--- src/mpd_pkg.sv ---
package mpd_pkg;

  // Register indices; byte address is four times the index
  localparam logic [7:0] IDX_FCTL   = 8'hC0;
  localparam logic [7:0] IDX_COARSE = 8'hC6;
  localparam logic [7:0] IDX_FINE   = 8'hC7;
  localparam logic [7:0] IDX_OE1    = 8'hC8;
  localparam logic [7:0] IDX_OE2    = 8'hE8;
  localparam logic [9:0][7:0] IDX_DUTY = {
    8'hEF, 8'hEE, 8'hED, 8'hCF, 8'hCE,
    8'hCD, 8'hCC, 8'hCB, 8'hCA, 8'hC9};

  // Values after reset
  localparam logic [7:0] FCTL_RST   = 8'h80;
  localparam logic [7:0] COARSE_RST = 8'h00;
  localparam logic [7:0] FINE_RST   = 8'h80;
  localparam logic [7:0] OE_RST     = 8'h00;
  localparam logic [7:0] DUTY_RST   = 8'h00;

  // Field positions in function_control and output_enable_second
  localparam int NARROW_POL_BIT = 1;
  localparam int WIDE_POL_BIT   = 0;
  localparam int HIRES_SEL_BIT  = 0;
  localparam int OE2_CH8_BIT    = 1;
  localparam int NARROW_IN_OE1  = 8;

  // Prescaler: counters advance once per four system clocks
  localparam int         PRESC_DIV  = 4;
  localparam logic [1:0] PRESC_LAST = 2'(PRESC_DIV - 1);

  // Channel counts and hires index
  localparam int NARROW_CH = 10;
  localparam int HIRES_IDX = 10;
  localparam int PIN_CNT   = 11;

  // AXI responses
  localparam logic [1:0] RESP_OKAY   = 2'h0;
  localparam logic [1:0] RESP_SLVERR = 2'h2;

endpackage

--- src/mpd_top.sv ---
// What this block does
// [RULE1] Eleven modulated outputs: ten of 8-bit and one of 14-bit resolution.
// [RULE2] An 8-bit channel drives its pin only when its pin-select bit is set.
// [RULE3] One polarity bit in function control inverts all 8-bit channels.
// [RULE4] An 8-bit pulse lasts as many quarter-clock ticks as its duty value.
// [RULE5] An 8-bit channel repeats every 256 ticks, clock divided by 1024.
// [RULE6] The 14-bit pin is driven only when bit 0 of enable-second is 1.
// [RULE7] The working latch loads both 7-bit latches when coarse is written.
// [RULE8] Upper seven bits set coarse width, lower seven pick fine subperiods.
// [RULE9] Coarse and fine outputs are ORed to form the 14-bit output.
// [RULE10] The 14-bit output is inverted when its polarity bit is 1.
// [RULE11] The 14-bit counter steps every 4 clocks; subperiods span 128 ticks.
// [RULE12] The fine pattern repeats after 128 subperiods.
// [RULE13] Coarse pulse starts each subperiod, coarse value times four clocks.
// [RULE14] Fine pulse sits at the start of a subperiod and lasts four clocks.
// [RULE15] A fine latch of all zeros adds no fine pulses.
// [RULE16] Fine bit k pulses subperiods with exactly 6-k trailing zero bits.
// [RULE17] Reset loads register reset values and restarts all counting.
//
// Implementation choice: register access over AXI4-Lite.
`timescale 1ns/1ps
module mpd_top (
  // Clock and reset
  input  wire logic        aclk,
  input  wire logic        aresetn,
  // AXI4-Lite write address and data
  input  wire logic [11:0] awaddr,
  input  wire logic        awvalid,
  output logic             awready,
  input  wire logic [31:0] wdata,
  input  wire logic [3:0]  wstrb,
  input  wire logic        wvalid,
  output logic             wready,
  // AXI4-Lite write response
  output logic [1:0]       bresp,
  output logic             bvalid,
  input  wire logic        bready,
  // AXI4-Lite read
  input  wire logic [11:0] araddr,
  input  wire logic        arvalid,
  output logic             arready,
  output logic [31:0]      rdata,
  output logic [1:0]       rresp,
  output logic             rvalid,
  input  wire logic        rready,
  // Port latch levels used when a pin is not a modulated output
  input  wire logic [10:0] port_latch,
  // Pin levels and function select
  output logic [10:0]      pin_level,
  output logic [10:0]      pin_is_pwm
);

  ////////////////////////////////////////////////////////////////////////////
  // State

  typedef struct packed {
    logic            aw_rdy;
    logic            bvalid;
    logic [1:0]      bresp;
    logic            ar_rdy;
    logic            rvalid;
    logic [31:0]     rdata;
    logic [1:0]      rresp;
    logic [1:0]      presc;
    logic            tick;
    logic [7:0]      fctl;
    logic [7:0]      coarse;
    logic [7:0]      fine;
    logic [7:0]      oe1;
    logic [7:0]      oe2;
    logic [9:0][7:0] duty;
    logic            load;
    logic [10:0]     pin_lvl;
    logic [10:0]     pin_sel;
  } mpd_top_st_t;

  mpd_top_st_t s_r, s_nxt;

  logic [9:0]  narrow_pulse;
  logic        hires_output;
  logic        wr_go;
  logic        rd_go;
  logic        wr_hit;
  logic        rd_hit;
  logic [7:0]  rd_val;
  logic [7:0]  w_idx;
  logic [7:0]  r_idx;
  logic        w_map;
  logic        r_map;
  logic        sel;
  logic        lvl;

  // Handshakes complete while ready is high and the source holds valid
  assign wr_go = s_r.aw_rdy && awvalid && wvalid;
  assign rd_go = s_r.ar_rdy && arvalid;
  assign w_idx = awaddr[9:2];
  assign r_idx = araddr[9:2];
  assign w_map = (awaddr[11:10] == 2'h0);
  assign r_map = (araddr[11:10] == 2'h0);

  ////////////////////////////////////////////////////////////////////////////
  // Channels

  // Ten 8-bit channels
  generate
    for (genvar g = 0; g < mpd_pkg::NARROW_CH; g++) begin : g_narrow
      mpd_narrow_chan u_narrow (
        .aclk    (aclk),
        .aresetn (aresetn),
        .tick    (s_r.tick),
        .duty    (s_r.duty[g]),
        .pulse   (narrow_pulse[g])
      ); // RULE1
    end
  endgenerate

  // The 14-bit channel
  mpd_hires_chan u_hires (
    .aclk      (aclk),
    .aresetn   (aresetn),
    .tick      (s_r.tick),
    .load      (s_r.load),
    .coarse_in (s_r.coarse[6:0]),
    .fine_in   (s_r.fine[6:0]),
    .out       (hires_output)
  ); // RULE1

  ////////////////////////////////////////////////////////////////////////////
  // Next state

  // Read multiplexer
  always_comb begin
    rd_hit = r_map;
    rd_val = 8'h00;
    case (r_idx)
      mpd_pkg::IDX_FCTL:   rd_val = s_r.fctl;
      mpd_pkg::IDX_COARSE: rd_val = s_r.coarse;
      mpd_pkg::IDX_FINE:   rd_val = s_r.fine;
      mpd_pkg::IDX_OE1:    rd_val = s_r.oe1;
      mpd_pkg::IDX_OE2:    rd_val = s_r.oe2;
      default:             rd_hit = 1'b0;
    endcase
    for (int i = 0; i < mpd_pkg::NARROW_CH; i++) begin
      if (r_map && r_idx == mpd_pkg::IDX_DUTY[i]) begin
        rd_hit = 1'b1;
        rd_val = s_r.duty[i];
      end
    end
    if (!r_map) begin
      rd_val = 8'h00;
    end
  end

  // Bus slave, register writes, prescaler and pins
  always_comb begin
    s_nxt      = s_r;
    s_nxt.load = 1'b0;
    wr_hit     = 1'b0;
    sel        = 1'b0;
    lvl        = 1'b0;

    // Quarter-rate tick shared by all counters
    s_nxt.presc = s_r.presc + 2'h1;
    s_nxt.tick  = (s_r.presc == mpd_pkg::PRESC_LAST); // RULE4 RULE11

    // Take address and data together, one write at a time
    s_nxt.aw_rdy = awvalid && wvalid && !s_r.aw_rdy && !s_r.bvalid;
    if (wr_go) begin
      if (w_map) begin
        wr_hit = 1'b1;
        case (w_idx)
          mpd_pkg::IDX_FCTL: begin
            if (wstrb[0]) s_nxt.fctl = wdata[7:0];
          end
          mpd_pkg::IDX_COARSE: begin
            if (wstrb[0]) begin
              s_nxt.coarse = wdata[7:0];
              s_nxt.load   = 1'b1; // RULE7
            end
          end
          mpd_pkg::IDX_FINE: begin
            if (wstrb[0]) s_nxt.fine = wdata[7:0];
          end
          mpd_pkg::IDX_OE1: begin
            if (wstrb[0]) s_nxt.oe1 = wdata[7:0];
          end
          mpd_pkg::IDX_OE2: begin
            if (wstrb[0]) s_nxt.oe2 = wdata[7:0];
          end
          default: wr_hit = 1'b0;
        endcase
        for (int i = 0; i < mpd_pkg::NARROW_CH; i++) begin
          if (w_idx == mpd_pkg::IDX_DUTY[i]) begin
            wr_hit = 1'b1;
            if (wstrb[0]) s_nxt.duty[i] = wdata[7:0];
          end
        end
      end
      s_nxt.bvalid = 1'b1;
      s_nxt.bresp  = wr_hit ? mpd_pkg::RESP_OKAY : mpd_pkg::RESP_SLVERR;
    end else if (s_r.bvalid && bready) begin
      s_nxt.bvalid = 1'b0;
    end

    // One read at a time, answered the cycle after it is taken
    s_nxt.ar_rdy = arvalid && !s_r.ar_rdy && !s_r.rvalid;
    if (rd_go) begin
      s_nxt.rvalid = 1'b1;
      s_nxt.rdata  = {24'h000000, rd_val};
      s_nxt.rresp  = rd_hit ? mpd_pkg::RESP_OKAY : mpd_pkg::RESP_SLVERR;
    end else if (s_r.rvalid && rready) begin
      s_nxt.rvalid = 1'b0;
    end

    // 8-bit channel pins
    for (int i = 0; i < mpd_pkg::NARROW_CH; i++) begin
      if (i < mpd_pkg::NARROW_IN_OE1) begin
        sel = s_r.oe1[i];
      end else begin
        sel = s_r.oe2[i - mpd_pkg::NARROW_IN_OE1 + mpd_pkg::OE2_CH8_BIT];
      end
      lvl = narrow_pulse[i] ^ s_r.fctl[mpd_pkg::NARROW_POL_BIT]; // RULE3
      s_nxt.pin_sel[i] = sel;
      s_nxt.pin_lvl[i] = sel ? lvl : port_latch[i]; // RULE2
    end

    // 14-bit channel pin
    sel = s_r.oe2[mpd_pkg::HIRES_SEL_BIT];
    lvl = hires_output ^ s_r.fctl[mpd_pkg::WIDE_POL_BIT]; // RULE10
    s_nxt.pin_sel[mpd_pkg::HIRES_IDX] = sel;
    s_nxt.pin_lvl[mpd_pkg::HIRES_IDX] =
      sel ? lvl : port_latch[mpd_pkg::HIRES_IDX]; // RULE6
  end

  ////////////////////////////////////////////////////////////////////////////
  // Register

  // Synchronous reset to documented register values
  always_ff @(posedge aclk) begin
    if (!aresetn) begin
      s_r        <= '0;
      s_r.fctl   <= mpd_pkg::FCTL_RST; // RULE17
      s_r.coarse <= mpd_pkg::COARSE_RST;
      s_r.fine   <= mpd_pkg::FINE_RST;
      s_r.oe1    <= mpd_pkg::OE_RST;
      s_r.oe2    <= mpd_pkg::OE_RST;
      s_r.duty   <= {mpd_pkg::NARROW_CH{mpd_pkg::DUTY_RST}};
    end else begin
      s_r <= s_nxt;
    end
  end

  // Outputs straight from the state register
  assign awready    = s_r.aw_rdy;
  assign wready     = s_r.aw_rdy;
  assign bvalid     = s_r.bvalid;
  assign bresp      = s_r.bresp;
  assign arready    = s_r.ar_rdy;
  assign rvalid     = s_r.rvalid;
  assign rdata      = s_r.rdata;
  assign rresp      = s_r.rresp;
  assign pin_level  = s_r.pin_lvl;
  assign pin_is_pwm = s_r.pin_sel;

  ////////////////////////////////////////////////////////////////////////////
  // Checks

  // Bus answers
  a_write_resp: assert property ( // RULE7
    @(posedge aclk) disable iff (!aresetn)
    (awready && awvalid) |=> bvalid)
    else $error("write not answered");
  a_read_resp: assert property ( // RULE17
    @(posedge aclk) disable iff (!aresetn)
    (arready && arvalid) |=> (rvalid && rdata[31:8] == 24'h000000))
    else $error("read not answered");
  a_bvalid_hold: assert property ( // RULE7
    @(posedge aclk) disable iff (!aresetn)
    (bvalid && !bready) |=> bvalid)
    else $error("write answer dropped early");
  a_rvalid_hold: assert property ( // RULE1
    @(posedge aclk) disable iff (!aresetn)
    (rvalid && !rready) |=> (rvalid && $stable(rdata)))
    else $error("read answer dropped early");
  a_unmapped_err: assert property ( // RULE1
    @(posedge aclk) disable iff (!aresetn)
    (wr_go && !w_map) |=> (bresp == mpd_pkg::RESP_SLVERR))
    else $error("unmapped write not refused");

  // Prescaler and register loads
  a_tick_spacing: assert property ( // RULE11
    @(posedge aclk) disable iff (!aresetn)
    s_r.tick |=> (!s_r.tick [*3] ##1 s_r.tick))
    else $error("tick not every four clocks");
  a_coarse_load: assert property ( // RULE7
    @(posedge aclk) disable iff (!aresetn)
    (wr_go && w_map && w_idx == mpd_pkg::IDX_COARSE && wstrb[0])
      |=> s_r.load ##1 !s_r.load)
    else $error("coarse write did not load once");
  a_fine_noload: assert property ( // RULE7
    @(posedge aclk) disable iff (!aresetn)
    (wr_go && w_idx == mpd_pkg::IDX_FINE) |=> !s_r.load)
    else $error("fine write loaded working latch");
  a_fctl_write: assert property ( // RULE3
    @(posedge aclk) disable iff (!aresetn)
    (wr_go && w_map && w_idx == mpd_pkg::IDX_FCTL && wstrb[0])
      |=> (s_r.fctl == $past(wdata[7:0])))
    else $error("function control not stored");
  a_duty_write: assert property ( // RULE4
    @(posedge aclk) disable iff (!aresetn)
    (wr_go && w_map && w_idx == mpd_pkg::IDX_DUTY[0] && wstrb[0])
      |=> (s_r.duty[0] == $past(wdata[7:0])))
    else $error("duty latch not stored");

  // Pin function select and port fallback
  a_sel_low: assert property ( // RULE2
    @(posedge aclk) disable iff (!aresetn)
    1'b1 |=> (pin_is_pwm[7:0] == $past(s_r.oe1)))
    else $error("low pin select wrong");
  a_sel_upper: assert property ( // RULE2
    @(posedge aclk) disable iff (!aresetn)
    1'b1 |=> (pin_is_pwm[9:8] == $past(s_r.oe2[2:1])))
    else $error("upper pin select wrong");
  a_sel_hires: assert property ( // RULE6
    @(posedge aclk) disable iff (!aresetn)
    1'b1 |=> (pin_is_pwm[10] == $past(s_r.oe2[mpd_pkg::HIRES_SEL_BIT])))
    else $error("hires pin select wrong");
  a_pin_port: assert property ( // RULE2
    @(posedge aclk) disable iff (!aresetn)
    (!s_r.oe1[0]) |=> (pin_level[0] == $past(port_latch[0])))
    else $error("unselected pin not port");
  a_hires_port: assert property ( // RULE6
    @(posedge aclk) disable iff (!aresetn)
    (!s_r.oe2[0]) |=> (pin_level[10] == $past(port_latch[10])))
    else $error("unselected hires pin not port");

  // Polarity
  a_narrow_pol: assert property ( // RULE3
    @(posedge aclk) disable iff (!aresetn)
    s_r.oe1[1] |=> (pin_level[1] ==
      ($past(narrow_pulse[1]) ^ $past(s_r.fctl[mpd_pkg::NARROW_POL_BIT]))))
    else $error("narrow polarity wrong");
  a_hires_pol: assert property ( // RULE10
    @(posedge aclk) disable iff (!aresetn)
    (s_r.oe2[0] && s_r.fctl[0]) |=> (pin_level[10] == !$past(hires_output)))
    else $error("hires polarity wrong");
  a_hires_plain: assert property ( // RULE10
    @(posedge aclk) disable iff (!aresetn)
    (s_r.oe2[0] && !s_r.fctl[0]) |=> (pin_level[10] == $past(hires_output)))
    else $error("hires level inverted");

  // Reset values
  a_reset_vals: assert property ( // RULE17
    @(posedge aclk)
    $rose(aresetn) |-> (s_r.fctl == mpd_pkg::FCTL_RST &&
      s_r.fine == mpd_pkg::FINE_RST))
    else $error("reset values wrong");

endmodule // mpd_top

--- src/mpd_narrow_chan.sv ---
`timescale 1ns/1ps
module mpd_narrow_chan (
  // Clock and reset
  input  wire logic       aclk,
  input  wire logic       aresetn,
  // Prescaled tick and duty latch
  input  wire logic       tick,
  input  wire logic [7:0] duty,
  // Active-high pulse
  output logic            pulse
);

  typedef struct packed {
    logic [7:0] cnt;
    logic       pulse;
  } mpd_narrow_st_t;

  mpd_narrow_st_t s_r, s_nxt;

  // Count 256 ticks, pulse while count below duty
  always_comb begin
    s_nxt = s_r;
    if (tick) begin
      s_nxt.cnt = s_r.cnt + 8'h01; // RULE5
    end
    s_nxt.pulse = (s_r.cnt < duty); // RULE4
  end

  // State register, restarts at zero
  always_ff @(posedge aclk) begin
    if (!aresetn) begin
      s_r <= '0; // RULE17
    end else begin
      s_r <= s_nxt;
    end
  end

  assign pulse = s_r.pulse;

  a_zero_duty: assert property ( // RULE4
    @(posedge aclk) disable iff (!aresetn)
    (duty == 8'h00) |=> !pulse)
    else $error("pulse with zero duty");
  a_count_wrap: assert property ( // RULE5
    @(posedge aclk) disable iff (!aresetn)
    (tick && s_r.cnt == 8'hFF) |=> (s_r.cnt == 8'h00))
    else $error("narrow counter did not wrap");

endmodule // mpd_narrow_chan

--- src/mpd_hires_chan.sv ---
`timescale 1ns/1ps
module mpd_hires_chan (
  // Clock and reset
  input  wire logic       aclk,
  input  wire logic       aresetn,
  // Prescaled tick
  input  wire logic       tick,
  // Working latch load from software latches
  input  wire logic       load,
  input  wire logic [6:0] coarse_in,
  input  wire logic [6:0] fine_in,
  // Mixed output before polarity
  output logic            out
);

  typedef struct packed {
    logic [13:0] cnt;
    logic [13:0] work;
    logic        out;
  } mpd_hires_st_t;

  mpd_hires_st_t s_r, s_nxt;
  logic [6:0]    pos;
  logic [6:0]    sub;
  logic [6:0]    one;
  logic          fine_sel;
  logic          coarse_pulse_out;
  logic          fine_pulse_out;

  // Counter, working latch and mixer
  always_comb begin
    s_nxt    = s_r;
    one      = 7'h00;
    fine_sel = 1'b0;
    if (tick) begin
      s_nxt.cnt = s_r.cnt + 14'h0001; // RULE11 RULE12
    end
    if (load) begin
      s_nxt.work = {coarse_in, fine_in}; // RULE7
    end
    pos = s_r.cnt[6:0];
    sub = s_r.cnt[13:7];
    // Bit k picks subperiods with exactly 6-k trailing zeros
    for (int k = 0; k < 7; k++) begin
      one = 7'h01 << (6 - k);
      if (s_r.work[k] && ((sub & ((one << 1) - 7'h01)) == one)) begin
        fine_sel = 1'b1; // RULE16 RULE15
      end
    end
    coarse_pulse_out = (pos < s_r.work[13:7]); // RULE8 RULE13
    fine_pulse_out   = fine_sel && (pos == 7'h00); // RULE14
    s_nxt.out = coarse_pulse_out | fine_pulse_out; // RULE9
  end

  // State register
  always_ff @(posedge aclk) begin
    if (!aresetn) begin
      s_r <= '0; // RULE17
    end else begin
      s_r <= s_nxt;
    end
  end

  assign out = s_r.out;

  a_load_work: assert property ( // RULE7
    @(posedge aclk) disable iff (!aresetn)
    load |=> (s_r.work == {$past(coarse_in), $past(fine_in)}))
    else $error("working latch not loaded");
  a_coarse_start: assert property ( // RULE13
    @(posedge aclk) disable iff (!aresetn)
    (s_r.work[13:7] != 7'h00 && s_r.cnt[6:0] == 7'h00) |=> out)
    else $error("no pulse at subperiod start");
  a_fine_width: assert property ( // RULE14
    @(posedge aclk) disable iff (!aresetn)
    (s_r.work[13:7] == 7'h00 && s_r.cnt[6:0] != 7'h00) |=> !out)
    else $error("fine pulse too long");
  a_no_fine: assert property ( // RULE15
    @(posedge aclk) disable iff (!aresetn)
    (s_r.work == 14'h0000) |=> !out)
    else $error("pulse with zero latch");

endmodule // mpd_hires_chan

--- config.mk ---
export PLATFORM = sky130hd
export DESIGN_NAME = mpd_top
export DESIGN_NICKNAME = d
export VERILOG_FILES = /design/src/mpd_pkg.sv /design/src/mpd_top.sv /design/src/mpd_narrow_chan.sv /design/src/mpd_hires_chan.sv
export SDC_FILE = /design/constraint.sdc
export NUM_CORES = 1
export LEC_CHECK = 0
export BUFFER_PORTS_ARGS = -buffer_cell sky130_fd_sc_hd__buf_2
export CAP_MARGIN = 25
export CORE_MARGIN = 2
export CORE_UTILIZATION = 60
export DETAILED_ROUTE_END_ITERATION = 10
export GPL_TIMING_DRIVEN = 0
export PLACE_DENSITY = 0.84
export SLEW_MARGIN = 40
export SYNTH_ARGS = -nofsm -noshare
export SYNTH_HDL_FRONTEND = slang
export SYNTH_SLANG_ARGS = --single-unit
--- constraint.sdc ---
create_clock -name aclk -period 2.5 [get_ports aclk]
set_input_delay 0.125 -clock aclk [delete_from_list [all_inputs] [get_ports aclk]]
set_output_delay 0.125 -clock aclk [all_outputs]
set_load 0.02 [all_outputs]
==> key figures, run 1 <==
Worst setup path
  • Worst Path Arrival: between 2 and 3 ns
  • Critical path fanouts, max: 10
  • Worst Setup Start Kind: flop
  • Critical Path Sink Type: flop
  • Critical Path RT: 2.96 ns
  • Critical path class: flop to flop
  • Setup slack, reg-to-reg: 0.22 ns

Clock network
  • CTS tree: done
  • CTS buffer count: 30
  • Worst skew pair latency: 0.58 ns
  • Post-cts resize count: 0
  • CTS max path bufs: 3
  • CTS Sinks: 279
  • Clk root buf: clkbuf_16
  • Clk slew on worst S/H paths: roughly 0.060 ns
  • H-tree lvl count: 1

Layout
  • Share of layout cells above drive strength 1: 13.5%
  • Area delta synth->final: 15.1%
  • Most common cell after layout, fill and taps aside: dfxtp_1
  • Area occupied by registers: 0.00559 mm^2
  • Multi-input logic area: about 0.008 mm^2
  • Final nets: 1978
  • Fillers: 1885
  • Commonest non-fill, non-tap cells in the layout: dfxtp_1 (279), nand2_1 (159), nor2b_1 (119)

Route
  • Via/cell ratio: 5.82
  • # DRC: 0
  • DR pass1 iterations: 8
  • Vias after detailed routing: 12600
  • 1st-iter DRT viols: 1132
  • DRT Wirelength: approximately 43000 um
  • ANT nets after route: 0
  • Avg WL per Cell: 20.1 um

Power and ir drop
  • Worst ir drop on vdd: 0.000601 V
  • Sequential Power Share: 46.0%
  • Clock share of power: about 48%
  • Comb power frac: 6.3%
  • Static leakage: between 6 and 7 nW
  • Switching pwr: 2.28 mW
  • Internal power: 7.46 mW
  • Pwr dens: 574 mW/mm^2
  • Switching portion of total power: a little under a quarter

Timing
  • F_max: 438 MHz
  • Clock Skew: 0.0111 ns
  • Final WS setup: ~0.22 ns
  • Fin. Hold Viols: 0
  • Setup-failing EPs final: 0
  • Final Cycle Share: 91.3%
  • Slew margin rel.: 33.6%
  • RSZ-0062 raised after global routing: false
  • Worst-Margin Slew: 0.996 ns
  • Final hold slack: 0.0471 ns
  • Final min period: 2.28 ns
  • Max-slew violations: 0

Synth
  • Seq/Total Area, Yosys: 37.9%
  • Area contributors post-synth: dfxtp_1 (38%), mux2i_1 (8.0%), ha_1 (7.6%), nor2b_1 (5.0%), nand2_1 (4.0%)
  • Ys Warns: 0
  • Number of synthesized flops with an enable pin: 0
  • Yosys top cell area share: 37.9%
  • Post-synth ARST share: 0%
  • Register bit total from synthesis: 279
  • Netlist Area Pre-Place: 0.0147 mm^2
  • Area leader, netlist: dfxtp_1
  • Cells after Synth: around 1600
  • Synth Flop Type: dfxtp_1
  • Avg Cell Area, Syn: about 9.0 um^2
  • Yosys cell types: 70

Floorplan
  • Num rows: between 50 and 60
  • # IOs: 141
  • Die X-Extent: 161 um
  • Die area: between 0.02 and 0.03 mm^2
  • Core box area: ~0.024 mm^2
  • Starting density of the core: 60.8%
  • Die height: 161 um

Global routing
  • First-pass GRT wire length: 67400 um
  • Met3 Usage GRT: 5.29%
  • Total Routing Usage GR: 33.2%
  • Global Route met1 Usage: 42.0%
  • Most used routing layer: met2
  • Met2 Use GR: 54.5%
  • Vias in the first global route: 12300
  • Gr ovfl total: 0
  • Initial antenna violation count: 2
  • Pin count of the biggest net entering global routing: 20

Placed design
  • Dpl ws: -0.123 ns
  • Port Buffers: approximately 80
  • Routability congestion estimate: around 1.0
  • Detailed placement HPWL: 30900 um

Run
  • Max-Cap Viols: 0

Min path
  • Hold WC Path Type: input port to flop

Status
  • Status: finished clean
[cells in the mapped netlist, types with 5 or more instances]
cell type    n
mux2_2       8
a221oi_1     6
buf_4       59
nor2_1      48
and2_1      77
nand4_1     33
buf_2       15
nand3_1     15
a21o_1      23
xnor2_1     60
xor2_1      13
nor2_2       6
o2bb2ai_1    5
clkbuf_1    55
dfxtp_1    279
and3_1      15
nand2b_1    17
o21ai_0     85
o211ai_1    15
a21boi_0    60
nand3b_1     5
inv_1       96
a21oi_1     33
mux2i_1    118
nor2b_1    119
ha_1        89
nand2_1    159
a211oi_1    13
nor3_1       7
a31oi_1      6
or3_1       25
o211a_1     11
[per-layer routing]
metal | part of all wire [%] | wire length (um)
met1 | 40 | 17400
met2 | 45 | 19700
met3 | 8.7 | 3770
met4 | 6.1 | 2670
met5 | 0 | 0
[cell families after synthesis]
logic type	after synthesis	share of synthesized area, %
simple gates	556	20.7
compound gates	293	13.4
flops	279	37.9
buf+inv	230	7.53
mux	126	8.62
fa+ha+maj	89	7.55
xor+xnor	73	4.33
other cells	1	0.0254
[worst paths after layout]
check                      start                     to  cells after the start
min reg2reg  s_r[144]$_SDFF_PN0_    s_r[144]$_SDFF_PN0_                      1
max reg2reg   awready$_SDFF_PN0_  s_r[128]$_SDFFE_PN0P_                      7
max           awready$_SDFF_PN0_  s_r[128]$_SDFFE_PN0P_                      7
min                       wvalid    bvalid$_SDFFE_PN0P_                      3
[timing repair]
item	in CTS	in global routing
hold buffers	27	0
endpoints found under the hold margin	50	0
buffers inserted	0	0
endpoints found under the setup margin	17	0
[sequential cells by signal, indices dropped and copies added, names as in the netlist]
| name | flops |
|---|---|
| u_hires.out | 1 |
| arready | 1 |
| s_nxt | 11 |
| g_narrow.u_narrow.s_r | 80 |
| rvalid | 1 |
| pin_level | 11 |
| rresp | 1 |
| rdata | 8 |
| g_narrow.u_narrow.pulse | 10 |
| u_hires.s_r | 21 |
| u_hires.pos | 7 |
| awready | 1 |
| bresp | 1 |
| bvalid | 1 |
| pin_is_pwm | 11 |
| s_r | 113 |
[cell type report]
| cell class | instances | area share [%] |
|---|---|---|
| multi-input cells | 1163 | 48.0 |
| flip-flops and latches | 279 | 32.9 |
| clock buffers | 43 | 5.24 |
| plain buffers | 133 | 4.44 |
| repair buffers | 108 | 3.98 |
| well taps | 324 | 2.39 |
| inverters | 96 | 2.12 |
| clock inverters | 11 | 0.870 |
| diodes | 4 | 0.0590 |
[worst max-delay path, stage by stage (launching register included)]
cell      delay, ns
dfxtp_1        0.37
and3_1         0.25
and3_1         0.27
nand3b_1       0.20
buf_1          0.34
nor2_4         0.40
mux2i_1        0.26
nor2b_1        0.08
[per-stage QoR]
| stage | total power [mW] | instances | area, um^2 | setup TNS, ns | utilization (%) |
|---|---|---|---|---|---|
| 2_1_floorplan | 4.92 | 1672 | 14800 | 0 | - |
| 5_1_grt | 9.95 | 2157 | 17000 | 0 | 70.0 |
| 3_3_place_gp | 5.13 | 2077 | 15700 | -5.50 | 64.6 |
| 3_5_place_dp | 5.14 | 2077 | 15700 | -1.13 | 64.6 |
| 4_1_cts | 9.73 | 2157 | 17000 | 0 | 70.0 |
| 6_report | 9.75 | 2161 | 17000 | 0 | 70.0 |
[power groups by stage]
stage                     registers (mW)  clock network, mW  logic (mW)
final                               4.49               4.65       0.616
after global routing                4.49               4.82       0.640
after CTS                           4.48               4.65       0.591
after detailed placement            4.58                  0       0.556
after global placement              4.58                  0       0.551
after floorplan                     4.58                  0       0.338
(Power assumes the default switching activity.)
==> inputs of run 2 (changes only) <==
--- a/config.mk
+++ b/config.mk
@@ -12,6 +12,8 @@
 export DETAILED_ROUTE_END_ITERATION = 10
 export GPL_TIMING_DRIVEN = 0
 export PLACE_DENSITY = 0.84
+export RECOVER_POWER = 25
+export SKIP_LAST_GASP = 1
 export SLEW_MARGIN = 40
 export SYNTH_ARGS = -nofsm -noshare
 export SYNTH_HDL_FRONTEND = slang
==> run 2 against run 1 <==
  * Fmax decreased by 0.53%
  * Utilization decreased by 0.24 points
  * Largest power group unchanged
  * Register-to-register slack about the same
  * Critical endpoint unchanged
==> key figures, run 2 (synthesis results as in run 1) <==
Status
  • Status: finished clean

Route
  • Avg WL per Cell: 20.1 um
  • ANT nets after route: 0
  • Vias after detailed routing: 12500
  • Via/cell ratio: 5.79
  • # DRC: 0
  • DRT Wirelength: 43500 um
  • 1st-iter DRT viols: roughly 1200
  • DR pass1 iterations: 6

Worst setup path
  • Critical Path RT: 2.96 ns
  • Crit path max-delay family: simple AND/OR/NAND/NOR gates
  • Slowest cell on crit path: nor2_4
  • Crit path buffers/inverters: 1
  • Crit path top cell by count: and3_1
  • Critical path class: flop to flop
  • Crit-path cells: and3_1, and3_1, nand3b_1, buf_1, nor2_4, mux2i_1, nor2b_1
  • Worst Setup Start Kind: flop
  • Setup slack, reg-to-reg: 0.20 ns
  • Critical path fanouts, max: 10
  • Critical Path Sink Type: flop
  • Crit path largest cell delay: 0.40 ns
  • Worst Path Arrival: around 2.8 ns

Clock network
  • Clk slew on worst S/H paths: 0.06 ns
  • H-tree lvl count: 1
  • CTS tree: done
  • Setup Fix Bufs, Post-CTS: 0
  • Post-cts resize count: 0
  • CTS Sinks: approximately 280
  • Clk root buf: clkbuf_16
  • CTS buffer count: 30
  • Worst skew pair latency: 0.57 ns
  • CTS max path bufs: 3

Timing
  • F_max: 436 MHz
  • Clock Skew: 0.00826 ns
  • RSZ-0062 raised after global routing: false
  • Slew margin rel.: roughly 28%
  • Max-slew violations: 0
  • Final Cycle Share: 91.8%
  • Setup-failing EPs final: 0
  • Fin. Hold Viols: 0
  • Worst-Margin Slew: 1.09 ns
  • Final min period: roughly 2.3 ns

Global routing
  • Total Routing Usage GR: 33.2%
  • Gr ovfl total: 0
  • First-pass GRT wire length: 67400 um
  • Pin count of the biggest net entering global routing: 20
  • Vias in the first global route: 12300
  • Initial antenna violation count: 2

Floorplan
  • Core box area: 0.0242 mm^2
  • Starting density of the core: 60.8%
  • Num rows: 57
  • Die height: 161 um
  • # IOs: approximately 140
  • Die area: 0.0259 mm^2
  • Die X-Extent: between 150 and 200 um

Power and ir drop
  • Total power: 9.75 mW
  • Pwr dens: 576 mW/mm^2
  • Static leakage: about 6.5 nW
  • Worst ir drop on vdd: 0.000600 V

Layout
  • Final instance area: 0.0169 mm^2
  • Share of layout cells above drive strength 1: 11.2%
  • Largest Register: s_r
  • Final nets: 1978
  • Area delta synth->final: 14.7%
  • Top flop regs: s_r (113), g_narrow.u_narrow.s_r (80), u_hires.s_r (21)
  • Commonest non-fill, non-tap cells in the layout: dfxtp_1 (279), nand2_1 (159), nor2b_1 (119)
  • Largest register FFs: 113
  • Layout Utilization: a little over two thirds
  • Most common cell after layout, fill and taps aside: dfxtp_1

Placed design
  • Port Buffers: 81
  • Post-DP Area: 0.0157 mm^2
  • Detailed placement HPWL: 30900 um
  • Routability congestion estimate: ~1.0

Run
  • Max-Cap Viols: 0

Min path
  • Hold WC Path Type: input port to flop
[run 2: area by class of cell]
| cell class | instances | area, um^2 |
|---|---|---|
| Multi-Input combinational cell | 1163 | 8150 |
| Fill cell | 1907 | 7330 |
| Sequential cell | 279 | 5590 |
| Clock buffer | 43 | 890 |
| Buffer | 133 | 751 |
| Timing Repair Buffer | 108 | 628 |
| Tap cell | 324 | 405 |
| Inverter | 96 | 360 |
| Clock inverter | 11 | 148 |
| Antenna cell | 1 | 2.50 |
[run 2: tightest hold or removal path: stages]
cell and delay [ns]:
buf_2 0.09, and3_1 0.24, o21a_1 0.14
[run 2: worst paths after layout]
| check | from | endpoint | depth (start not counted) |
|---|---|---|---|
| worst max-delay path | awready$_SDFF_PN0_ | s_r[128]$_SDFFE_PN0P_ | 7 |
| worst min-delay path | wvalid | bvalid$_SDFFE_PN0P_ | 3 |
| worst max register to register | awready$_SDFF_PN0_ | s_r[128]$_SDFFE_PN0P_ | 7 |
| worst min register to register | s_r[144]$_SDFF_PN0_ | s_r[144]$_SDFF_PN0_ | 1 |
[run 2: where the power goes]
part | switching, mW | internal [mW]
clock | 1.88 | 2.77
sequential | 0.0162 | 4.47
combinational | 0.390 | 0.221
[run 2: stage by stage]
stage | TNS, ns | setup slack, ns | std cells | hold slack, ns
after floorplan | 0 | 0.606 | 1672 | 0.263
after detailed placement | -1.13 | -0.123 | 2077 | 0.354
final | 0 | 0.205 | 2158 | 0.0566
after CTS | 0 | 0.335 | 2157 | 0.0157
after global placement | -5.50 | -0.383 | 2077 | 0.351
after global routing | 0 | 0.0861 | 2157 | 0.0750
[run 2: per-layer routing]
metal  vias up  GRT usage (%)  part of all wire (%)
met3       172           5.29                   7.9
met4         2           17.9                   6.4
met5         -              0                 0.030
met1      5886           42.0                    41
met2       562           54.5                    45
li1       5880              -                     -
[run 2: what timing repair did]
item	4_1_cts	5_1_grt
hold buffers	27	0
hold endpoints to repair	50	0
setup endpoints to repair	17	0
